<file path="src/design/acc_pkg.sv">
/*
 acc_pkg: register map, field layout, reset values, timing and states
 for the converter channel configuration block.
 Assumes a 20 MHz core clock and a 4 MHz converter system clock.
*/
package acc_pkg;

   // clock rates and prescaler from core clock to system clock
   localparam int unsigned CLK_HZ = 20_000_000;
   localparam int unsigned SYS_CLK_HZ = 4_000_000;
   localparam int unsigned PRESCALE = CLK_HZ / SYS_CLK_HZ;
   localparam logic [2:0] PRESCALE_LAST = 3'(PRESCALE - 1);

   // channel indices
   localparam int unsigned NUM_CH = 3;
   localparam int unsigned CH1_IDX = 0;
   localparam int unsigned CH2_IDX = 1;
   localparam int unsigned TEMP_IDX = 2;

   // register word offsets
   localparam logic [7:0] START_OFS = 8'h01;
   localparam logic [7:0] CH1_PRI_OFS = 8'h02;
   localparam logic [7:0] CH1_SEC_OFS = 8'h03;
   localparam logic [7:0] CH2_PRI_OFS = 8'h05;
   localparam logic [7:0] CH2_SEC_OFS = 8'h06;
   localparam logic [7:0] TEMP_PRI_OFS = 8'h08;
   localparam logic [7:0] TEMP_SEC_OFS = 8'h09;
   localparam logic [7:0] CH1_DATA_OFS = 8'h0A;
   localparam logic [7:0] CH2_DATA_OFS = 8'h0B;
   localparam logic [7:0] TEMP_DATA_OFS = 8'h0C;
   localparam logic [7:0] PRI_OFS [NUM_CH] = '{CH1_PRI_OFS, CH2_PRI_OFS, TEMP_PRI_OFS};
   localparam logic [7:0] SEC_OFS [NUM_CH] = '{CH1_SEC_OFS, CH2_SEC_OFS, TEMP_SEC_OFS};
   localparam logic [7:0] DATA_OFS [NUM_CH] = '{CH1_DATA_OFS, CH2_DATA_OFS, TEMP_DATA_OFS};

   // field positions
   localparam int unsigned GAIN_LSB = 11;
   localparam int unsigned CLKSEL_LSB = 8;
   localparam int unsigned RES_LSB = 4;
   localparam int unsigned OFS_LSB = 0;
   localparam int unsigned BIAS_LSB = 4;
   localparam int unsigned REF_LSB = 0;
   localparam int unsigned START_CH1_BIT = 2;
   localparam int unsigned START_CH2_BIT = 1;
   localparam int unsigned START_TEMP_BIT = 0;
   localparam int unsigned START_BIT [NUM_CH] = '{START_CH1_BIT, START_CH2_BIT, START_TEMP_BIT};

   // reset values
   localparam logic [4:0] GAIN_RESET = 5'h00;
   localparam logic [2:0] CLKSEL_RESET = 3'h0;
   localparam logic [2:0] RES_RESET = 3'h0;
   localparam logic [3:0] OFS_RESET = 4'h0;
   localparam logic [2:0] BIAS_RESET = 3'h0;
   localparam logic [1:0] REF_RESET = 2'h0;
   localparam logic [15:0] DATA_RESET = 16'h0000;
   localparam logic [1:0] TEMP_REF_FIXED = 2'h0;

   // converter clocks per conversion for each resolution code
   localparam logic [11:0] CONV_CLOCKS_9B = 12'h100;
   localparam logic [11:0] CONV_CLOCKS_10B = 12'h140;
   localparam logic [11:0] CONV_CLOCKS_12B = 12'h200;
   localparam logic [11:0] CONV_CLOCKS_13B = 12'h280;
   localparam logic [11:0] CONV_CLOCKS_14B = 12'h320;
   localparam logic [11:0] CONV_CLOCKS_15B = 12'h500;
   localparam logic [11:0] CONV_CLOCKS_16B = 12'h800;
   localparam logic [8:0] DIV_HALF_BASE = 9'h002;

   typedef enum logic [2:0] {
      ST_IDLE = 3'b001,
      ST_CONV = 3'b010,
      ST_STORE = 3'b100
   } acc_state_e;

endpackage : acc_pkg

</file>
<file path="src/design/acc_ctrl.sv">
/*
 acc_ctrl: per-channel converter configuration registers, start bits,
 converter clock divider, conversion timing and result capture.
 Assumes a plain register port with single-cycle strobes and an analog
 front end that presents its conversion result on ADC_RESULT at the end.
*/
// Operation
// - ch1 secondary: bias 6-4, reference 1-0
// - ch2 primary: gain, clock, resolution, offset
// - ch2 secondary: bias 6-4, reference 1-0
// - temperature primary uses same field layout
// - temperature secondary holds only bias 6-4
// - converter clock is 4MHz divided 4..512
// - resolution code selects bits and clocks
// - conversion lasts selected clocks at rate
// - offset is sign plus three magnitude
// - start bit converts, halts, self-clears
// - reference select picks converter reference
// - ch1 primary at 02h, standard layout
`timescale 1ns/1ps
`default_nettype none

module acc_ctrl
   import acc_pkg::*;
(
   input wire logic CLK,
   input wire logic SRST,
   input wire logic CE,
   input wire logic [7:0] ADDR,
   input wire logic [15:0] WDATA,
   input wire logic WR,
   input wire logic RD,
   output logic [15:0] RDATA,
   input wire logic [15:0] ADC_RESULT,
   output logic ADC_CLK,
   output logic CPU_HALT,
   output logic RESULT_STROBE,
   output logic [1:0] ADC_CHANNEL,
   output logic [4:0] ADC_GAIN,
   output logic [3:0] ADC_OFFSET,
   output logic [2:0] ADC_RES,
   output logic [2:0] ADC_BIAS,
   output logic [1:0] ADC_REF
);

   // primary word packing, unused bit 7 reads zero
   function automatic logic [15:0] prim_word(
      input logic [4:0] g,
      input logic [2:0] c,
      input logic [2:0] r,
      input logic [3:0] o
   );
      logic [15:0] w;
      w = 16'h0000;
      w[GAIN_LSB +: 5] = g;
      w[CLKSEL_LSB +: 3] = c;
      w[RES_LSB +: 3] = r;
      w[OFS_LSB +: 4] = o;
      return w;
   endfunction : prim_word

   // secondary word packing
   function automatic logic [15:0] sec_word(
      input logic [2:0] b,
      input logic [1:0] f
   );
      logic [15:0] w;
      w = 16'h0000;
      w[BIAS_LSB +: 3] = b;
      w[REF_LSB +: 2] = f;
      return w;
   endfunction : sec_word

   // last system tick of a converter half period
   function automatic logic [7:0] div_half_last(input logic [2:0] c);
      return 8'((DIV_HALF_BASE << c) - 9'h001);
   endfunction : div_half_last

   // last converter period of a conversion
   function automatic logic [11:0] conv_last(input logic [2:0] r);
      logic [11:0] n;
      n = CONV_CLOCKS_16B;
      unique case (r)
         3'h0: n = CONV_CLOCKS_9B;
         3'h1: n = CONV_CLOCKS_10B;
         3'h2: n = CONV_CLOCKS_12B;
         3'h3: n = CONV_CLOCKS_13B;
         3'h4: n = CONV_CLOCKS_14B;
         3'h5: n = CONV_CLOCKS_15B;
         3'h6: n = CONV_CLOCKS_16B;
         3'h7: n = CONV_CLOCKS_16B;
      endcase
      return n - 12'h001;
   endfunction : conv_last

   acc_state_e state;
   acc_state_e next_state;
   logic [4:0] gain [NUM_CH];
   logic [4:0] next_gain [NUM_CH];
   logic [2:0] clksel [NUM_CH];
   logic [2:0] next_clksel [NUM_CH];
   logic [2:0] res [NUM_CH];
   logic [2:0] next_res [NUM_CH];
   logic [3:0] ofs [NUM_CH];
   logic [3:0] next_ofs [NUM_CH];
   logic [2:0] bias [NUM_CH];
   logic [2:0] next_bias [NUM_CH];
   logic [1:0] refsel [NUM_CH];
   logic [1:0] next_refsel [NUM_CH];
   logic start_pend [NUM_CH];
   logic next_start_pend [NUM_CH];
   logic [15:0] result [NUM_CH];
   logic [15:0] next_result [NUM_CH];
   logic [15:0] next_rdata;
   logic [1:0] next_channel;
   logic [2:0] cur_clksel;
   logic [2:0] next_cur_clksel;
   logic [2:0] pre_cnt;
   logic [2:0] next_pre_cnt;
   logic [7:0] div_cnt;
   logic [7:0] next_div_cnt;
   logic [11:0] per_cnt;
   logic [11:0] next_per_cnt;
   logic next_adc_clk;
   logic next_cpu_halt;
   logic next_result_strobe;
   logic [4:0] next_adc_gain;
   logic [3:0] next_adc_offset;
   logic [2:0] next_adc_res;
   logic [2:0] next_adc_bias;
   logic [1:0] next_adc_ref;

   // register file and read port
   always_comb begin
      next_rdata = 16'h0000;
      for (int i = 0; i < NUM_CH; i++) begin
         next_gain[i] = gain[i];
         next_clksel[i] = clksel[i];
         next_res[i] = res[i];
         next_ofs[i] = ofs[i];
         next_bias[i] = bias[i];
         next_refsel[i] = refsel[i];
         next_start_pend[i] = start_pend[i];
         if (state == ST_STORE && ADC_CHANNEL == 2'(i)) begin
            next_start_pend[i] = 1'b0;
         end
         // start bit set, wins over clear
         if (WR && ADDR == START_OFS && WDATA[START_BIT[i]]) begin
            next_start_pend[i] = 1'b1;
         end
         if (WR && ADDR == PRI_OFS[i]) begin
            next_gain[i] = WDATA[GAIN_LSB +: 5];
            next_clksel[i] = WDATA[CLKSEL_LSB +: 3];
            next_res[i] = WDATA[RES_LSB +: 3];
            next_ofs[i] = WDATA[OFS_LSB +: 4];
         end
         if (WR && ADDR == SEC_OFS[i]) begin
            next_bias[i] = WDATA[BIAS_LSB +: 3];
            if (i != TEMP_IDX) begin
               next_refsel[i] = WDATA[REF_LSB +: 2];
            end
         end
         if (RD && ADDR == START_OFS) begin
            next_rdata[START_BIT[i]] = start_pend[i];
         end
         if (RD && ADDR == PRI_OFS[i]) begin
            next_rdata = prim_word(gain[i], clksel[i], res[i], ofs[i]);
         end
         if (RD && ADDR == SEC_OFS[i]) begin
            next_rdata = sec_word(bias[i], refsel[i]);
         end
         if (RD && ADDR == DATA_OFS[i]) begin
            next_rdata = result[i];
         end
      end
   end

   always_ff @(posedge CLK) begin
      if (SRST) begin
         RDATA <= 16'h0000;
         for (int i = 0; i < NUM_CH; i++) begin
            gain[i] <= GAIN_RESET;
            clksel[i] <= CLKSEL_RESET;
            res[i] <= RES_RESET;
            ofs[i] <= OFS_RESET;
            bias[i] <= BIAS_RESET;
            refsel[i] <= REF_RESET;
            start_pend[i] <= 1'b0;
         end
      end else if (CE) begin
         RDATA <= next_rdata;
         for (int i = 0; i < NUM_CH; i++) begin
            gain[i] <= next_gain[i];
            clksel[i] <= next_clksel[i];
            res[i] <= next_res[i];
            ofs[i] <= next_ofs[i];
            bias[i] <= next_bias[i];
            refsel[i] <= next_refsel[i];
            start_pend[i] <= next_start_pend[i];
         end
      end
   end

   // conversion sequencer and converter clock
   always_comb begin
      next_state = state;
      next_channel = ADC_CHANNEL;
      next_cur_clksel = cur_clksel;
      next_pre_cnt = pre_cnt;
      next_div_cnt = div_cnt;
      next_per_cnt = per_cnt;
      next_adc_clk = ADC_CLK;
      next_cpu_halt = CPU_HALT;
      next_result_strobe = 1'b0;
      next_adc_gain = ADC_GAIN;
      next_adc_offset = ADC_OFFSET;
      next_adc_res = ADC_RES;
      next_adc_bias = ADC_BIAS;
      next_adc_ref = ADC_REF;
      for (int i = 0; i < NUM_CH; i++) begin
         next_result[i] = result[i];
      end
      unique case (state)
         ST_IDLE: begin
            if (start_pend[CH1_IDX] || start_pend[CH2_IDX] || start_pend[TEMP_IDX]) begin
               if (start_pend[CH1_IDX]) begin
                  next_channel = 2'(CH1_IDX);
               end else if (start_pend[CH2_IDX]) begin
                  next_channel = 2'(CH2_IDX);
               end else begin
                  next_channel = 2'(TEMP_IDX);
               end
               next_cur_clksel = clksel[next_channel];
               next_adc_gain = gain[next_channel];
               next_adc_offset = ofs[next_channel];
               next_adc_res = res[next_channel];
               next_adc_bias = bias[next_channel];
               next_adc_ref = (next_channel == 2'(TEMP_IDX)) ? TEMP_REF_FIXED
                                                              : refsel[next_channel];
               next_pre_cnt = 3'h0;
               next_div_cnt = 8'h00;
               next_per_cnt = 12'h000;
               next_adc_clk = 1'b0;
               next_cpu_halt = 1'b1;
               next_state = ST_CONV;
            end
         end
         ST_CONV: begin
            // prescale core clock to system clock
            if (pre_cnt == PRESCALE_LAST) begin
               next_pre_cnt = 3'h0;
               if (div_cnt == div_half_last(cur_clksel)) begin
                  next_div_cnt = 8'h00;
                  next_adc_clk = ~ADC_CLK;
                  if (ADC_CLK) begin
                     if (per_cnt == conv_last(ADC_RES)) begin
                        next_state = ST_STORE;
                     end else begin
                        next_per_cnt = per_cnt + 12'h001;
                     end
                  end
               end else begin
                  next_div_cnt = div_cnt + 8'h01;
               end
            end else begin
               next_pre_cnt = pre_cnt + 3'h1;
            end
         end
         ST_STORE: begin
            next_result[ADC_CHANNEL] = ADC_RESULT;
            next_result_strobe = 1'b1;
            next_cpu_halt = 1'b0;
            next_state = ST_IDLE;
         end
      endcase
   end

   always_ff @(posedge CLK) begin
      if (SRST) begin
         state <= ST_IDLE;
         ADC_CHANNEL <= 2'h0;
         cur_clksel <= CLKSEL_RESET;
         pre_cnt <= 3'h0;
         div_cnt <= 8'h00;
         per_cnt <= 12'h000;
         ADC_CLK <= 1'b0;
         CPU_HALT <= 1'b0;
         RESULT_STROBE <= 1'b0;
         ADC_GAIN <= GAIN_RESET;
         ADC_OFFSET <= OFS_RESET;
         ADC_RES <= RES_RESET;
         ADC_BIAS <= BIAS_RESET;
         ADC_REF <= REF_RESET;
         for (int i = 0; i < NUM_CH; i++) begin
            result[i] <= DATA_RESET;
         end
      end else if (CE) begin
         state <= next_state;
         ADC_CHANNEL <= next_channel;
         cur_clksel <= next_cur_clksel;
         pre_cnt <= next_pre_cnt;
         div_cnt <= next_div_cnt;
         per_cnt <= next_per_cnt;
         ADC_CLK <= next_adc_clk;
         CPU_HALT <= next_cpu_halt;
         RESULT_STROBE <= next_result_strobe;
         ADC_GAIN <= next_adc_gain;
         ADC_OFFSET <= next_adc_offset;
         ADC_RES <= next_adc_res;
         ADC_BIAS <= next_adc_bias;
         ADC_REF <= next_adc_ref;
         for (int i = 0; i < NUM_CH; i++) begin
            result[i] <= next_result[i];
         end
      end
   end

endmodule : acc_ctrl

`default_nettype wire

</file>
<file path="config.mk">
export PLATFORM = sky130hd
export DESIGN_NAME = acc_ctrl
export DESIGN_NICKNAME = d
export VERILOG_FILES = /design/src/design/acc_pkg.sv /design/src/design/acc_ctrl.sv
export SDC_FILE = /design/constraint.sdc
export NUM_CORES = 1
export LEC_CHECK = 0
export BUFFER_PORTS_ARGS = -buffer_cell sky130_fd_sc_hd__buf_2
export CAP_MARGIN = 20
export CORE_MARGIN = 2
export CORE_UTILIZATION = 50
export DETAILED_ROUTE_END_ITERATION = 8
export GPL_TIMING_DRIVEN = 0
export PLACE_DENSITY = 0.69
export SLEW_MARGIN = 20
export SYNTH_ARGS = -nofsm -noshare
export SYNTH_HDL_FRONTEND = slang
export SYNTH_SLANG_ARGS = --single-unit
</file>
<file path="constraint.sdc">
create_clock -name CLK -period 3.4 [get_ports CLK]
set_input_delay 0.17 -clock CLK [delete_from_list [all_inputs] [get_ports CLK]]
set_output_delay 0.17 -clock CLK [all_outputs]
set_load 0.05 [all_outputs]
</file>
==> metrics.yaml <==
outcome: "completed"
drive_gt1_frac: 0.118
drtPass1Iterations: 7
synth_flop_cell: "edfxtp_1"
vias_per_cell: 6.05
r2r_cells: 7
crit_path_start: "start_pend[0][0]$_SDFFCE_PN0P_"
async_reset_ff_frac: 0
ys_warn_count: 0
hpwl_um: 20300
cts_made_buffers: 17
cp_slowest_stage_delay_ns: 0.83
timing.fmax_ghz: 0.341
clockRootBuffer: "clkbuf_16"
grt_pass1_vias: 7363
dieArea_mm2: 0.0190
slew_viol_final: 0
hp-class: "primary input to flip-flop"
cp-start-kind: "flip-flop"
clock-sinks: 176
drc: 0
worstPathArrival_ns: 3.31
cts-resized-gates: 0
ys_seq_area_frac: 0.516
power.leakage_nw: 3.71
tightest_slew_ns: 1.05
path_clk_slew_ns: 0.07
rsz0062_at_grt: "false"
routedWlPerCell_um: 20.9
core_mm2: 0.0174
grt.overflow.total: 0
cts.path.max_buffers: 2
r2r-end: "cur_clksel[1]$_SDFFE_PP0P_"
areaGrowthSynthToFinish_pct: 15.1
hp-start: "WDATA[13]"
synth-seq-cells: 176
synth_fp_nets: 1040
path_max_fanout: 10
cpMaxStageDelayCell: "nor4_1"
antenna_found_initial: 0
num_antenna_cells: 0
hold_violations: 0
endpoint_kind: "flip-flop"
fp-row-count: 48
period_share: 0.864
layout_min_cycle_time_ns: 2.94
multi_input_area_mm2: 0.00403
cpMostUsedCell: "clkbuf_1"
drt_iter0_drc: 608
drv_cap: 0
rr_startpoint: "start_pend[0][0]$_SDFFCE_PN0P_"
gp_congestion: 0.997
grt_usage: 0.298
synth_edf_count: 109
syn_area_per_cell_um2: 9.02
worst_ep_required_time_ns: 3.77
syn_area_mm2: 0.00894
postCtsSetupRepairBufs: 0
grt_pass1_wl_um: 41400
ys_types: 57
cts_tree: "done"
ant_nets: 0
crit_chain: "clkbuf_1 -> nor3_1 -> nor4_1 -> clkbuf_1 -> clkbuf_1 -> nand2_1 -> a21oi_1"
via_count: 8022
tns_ns: 0
die_w_um: 138
skew_ns: 0.0107
power_density_mw_per_mm2: 519
io_pins: 83
ys_top_cells_by_area: "edfxtp_1 37%, dfxtp_1 15%, nand2_1 8.6%"
drt_wl_total_um: 27700
port_buffers: 77
ctsHoldBuffers: 0
syn_inst: 991
start_util: 0.513
synth_area_leader_cell: "edfxtp_1"
setup_viol: 0
yosysTopAreaCellShare: 0.366
die_y_um: 138
clk_latency_ns: 0.44
path_class: "flip-flop to flip-flop"
worstSetupEndpoint: "cur_clksel[1]$_SDFFE_PP0P_"
max_slew_margin: 0.295
irDropWorstVdd_v: 0.000357
htree_levels: 4
seq_area_mm2: 0.00461
place_area_mm2: 0.00962
grt_max_degree: 49
n_fill_cell: 1541
reg2reg_slack_ns: 0.46
final_area_mm2: 0.0103
layout.nets: 1136
==> power by group <==
| group | switching, mW | internal, mW |
|---|---|---|
| Sequential | 0.0974 | 2.39 |
| Clock | 0.914 | 1.33 |
| Combinational | 0.426 | 0.176 |
==> Yosys cell counts, types with 2 or more instances <==
cell / n
o21ai_0: 73
mux2i_1: 34
nor2_1: 74
dfxtp_1: 67
a221oi_1: 2
buf_1: 5
a41o_1: 3
nor2b_1: 18
nand2b_1: 16
o22ai_1: 8
a21o_1: 14
or2_2: 6
or3_1: 14
a311oi_1: 10
o21a_1: 3
and3b_1: 4
a31oi_1: 5
nand4_1: 4
xnor2_1: 7
nor4_1: 6
and2_1: 18
nand3_1: 14
nand2_1: 204
ha_1: 4
and3_1: 5
a211oi_1: 4
xor2_1: 5
a21oi_1: 127
nor3_1: 16
edfxtp_1: 109
a22oi_1: 10
buf_2: 3
clkbuf_1: 57
o32ai_1: 3
o31ai_1: 3
inv_1: 10
o221ai_1: 2
or4_1: 3
mux2_2: 2
a31o_2: 2
==> final cells by class <==
type / instances / area share
inverters: 10 / 0.00365
flip-flops and latches: 176 / 0.448
clock inverters: 15 / 0.0240
plain buffers: 67 / 0.0259
multi-input cells: 738 / 0.392
clock buffers: 17 / 0.0413
repair buffers: 77 / 0.0375
well taps: 225 / 0.0274
==> how the worst min path moves through the flow <==
stage | end | slack, ns | depth (start not counted)
6_report | gain[1][2]$_SDFFCE_PN0P_ | 0.05 | 2
5_1_grt | gain[0][2]$_SDFFCE_PN0P_ | 0.06 | 2
4_1_cts | gain[1][2]$_SDFFCE_PN0P_ | 0.05 | 2
3_5_place_dp | ADC_OFFSET[0]$_SDFFE_PP0P_ | 0.44 | 2
3_3_place_gp | ADC_OFFSET[0]$_SDFFE_PP0P_ | 0.44 | 2
2_1_floorplan | clksel[0][0]$_SDFFCE_PN0P_ | 0.41 | 1
==> cell usage in the layout (no fill, tap or decap), types with 7 or more instances in the layout <==
master and instances:
dfxtp_1 67, nor2_1 74, a21o_1 14, clkbuf_16 17
xnor2_1 7, a21oi_1 127, nand3_1 14, o22ai_1 8
inv_1 10, a311oi_1 10, or3_1 14, nand2b_1 15
buf_2 80, a22oi_1 10, clkbuf_1 57, nor2b_1 18
edfxtp_1 109, o21ai_0 73, mux2i_1 34, and2_1 18
nand2_1 204, nor3_1 16
==> cells by family after synthesis <==
kind of cell	count (synthesis)	synth area share
compound gates	277	0.183
xor+xnor	12	0.0118
fa+ha+maj	4	0.00560
buf+inv	77	0.0340
flops	176	0.516
mux	37	0.0431
simple gates	408	0.207
==> through the flow <==
stage	setup WS [ns]	std cells	hold WS (ns)	total power, mW	util
2_1_floorplan	0.714	991	0.405	2.89	-
3_3_place_gp	0.0866	1293	0.444	3.11	0.552
3_5_place_dp	0.372	1293	0.445	3.12	0.552
4_1_cts	0.498	1325	0.0450	5.33	0.591
5_1_grt	0.305	1325	0.0552	5.48	0.591
6_report	0.463	1325	0.0507	5.34	0.591
==> per-layer routing <==
layer	global-route usage	wire length (um)	vias to the layer above
li1	-	-	3740
met1	0.382	11400	3897
met2	0.493	13400	316
met3	0.0504	1860	69
met4	0.138	1150	0
met5	0	0	-
==> flip-flops by register name, summed over array words and instances, names as in the netlist, 4 cells and up <==
register and flops:
ADC_GAIN 5, ofs 12, bias 9, per_cnt 12, res 9, div_cnt 8
clksel 9, RDATA 16, gain 15, refsel 4, result 48, ADC_OFFSET 4
==> critical path, delay by kind of cell, from the launching register on <==
kind                   cells  cell delay [ns]
buffers and inverters      3             1.26
flip-flops                 1             0.32
AND/OR/NAND/NOR            3             1.16
AO/OA/AOI/OAI              1             0.14
Power figures use the tool's default switching activity.
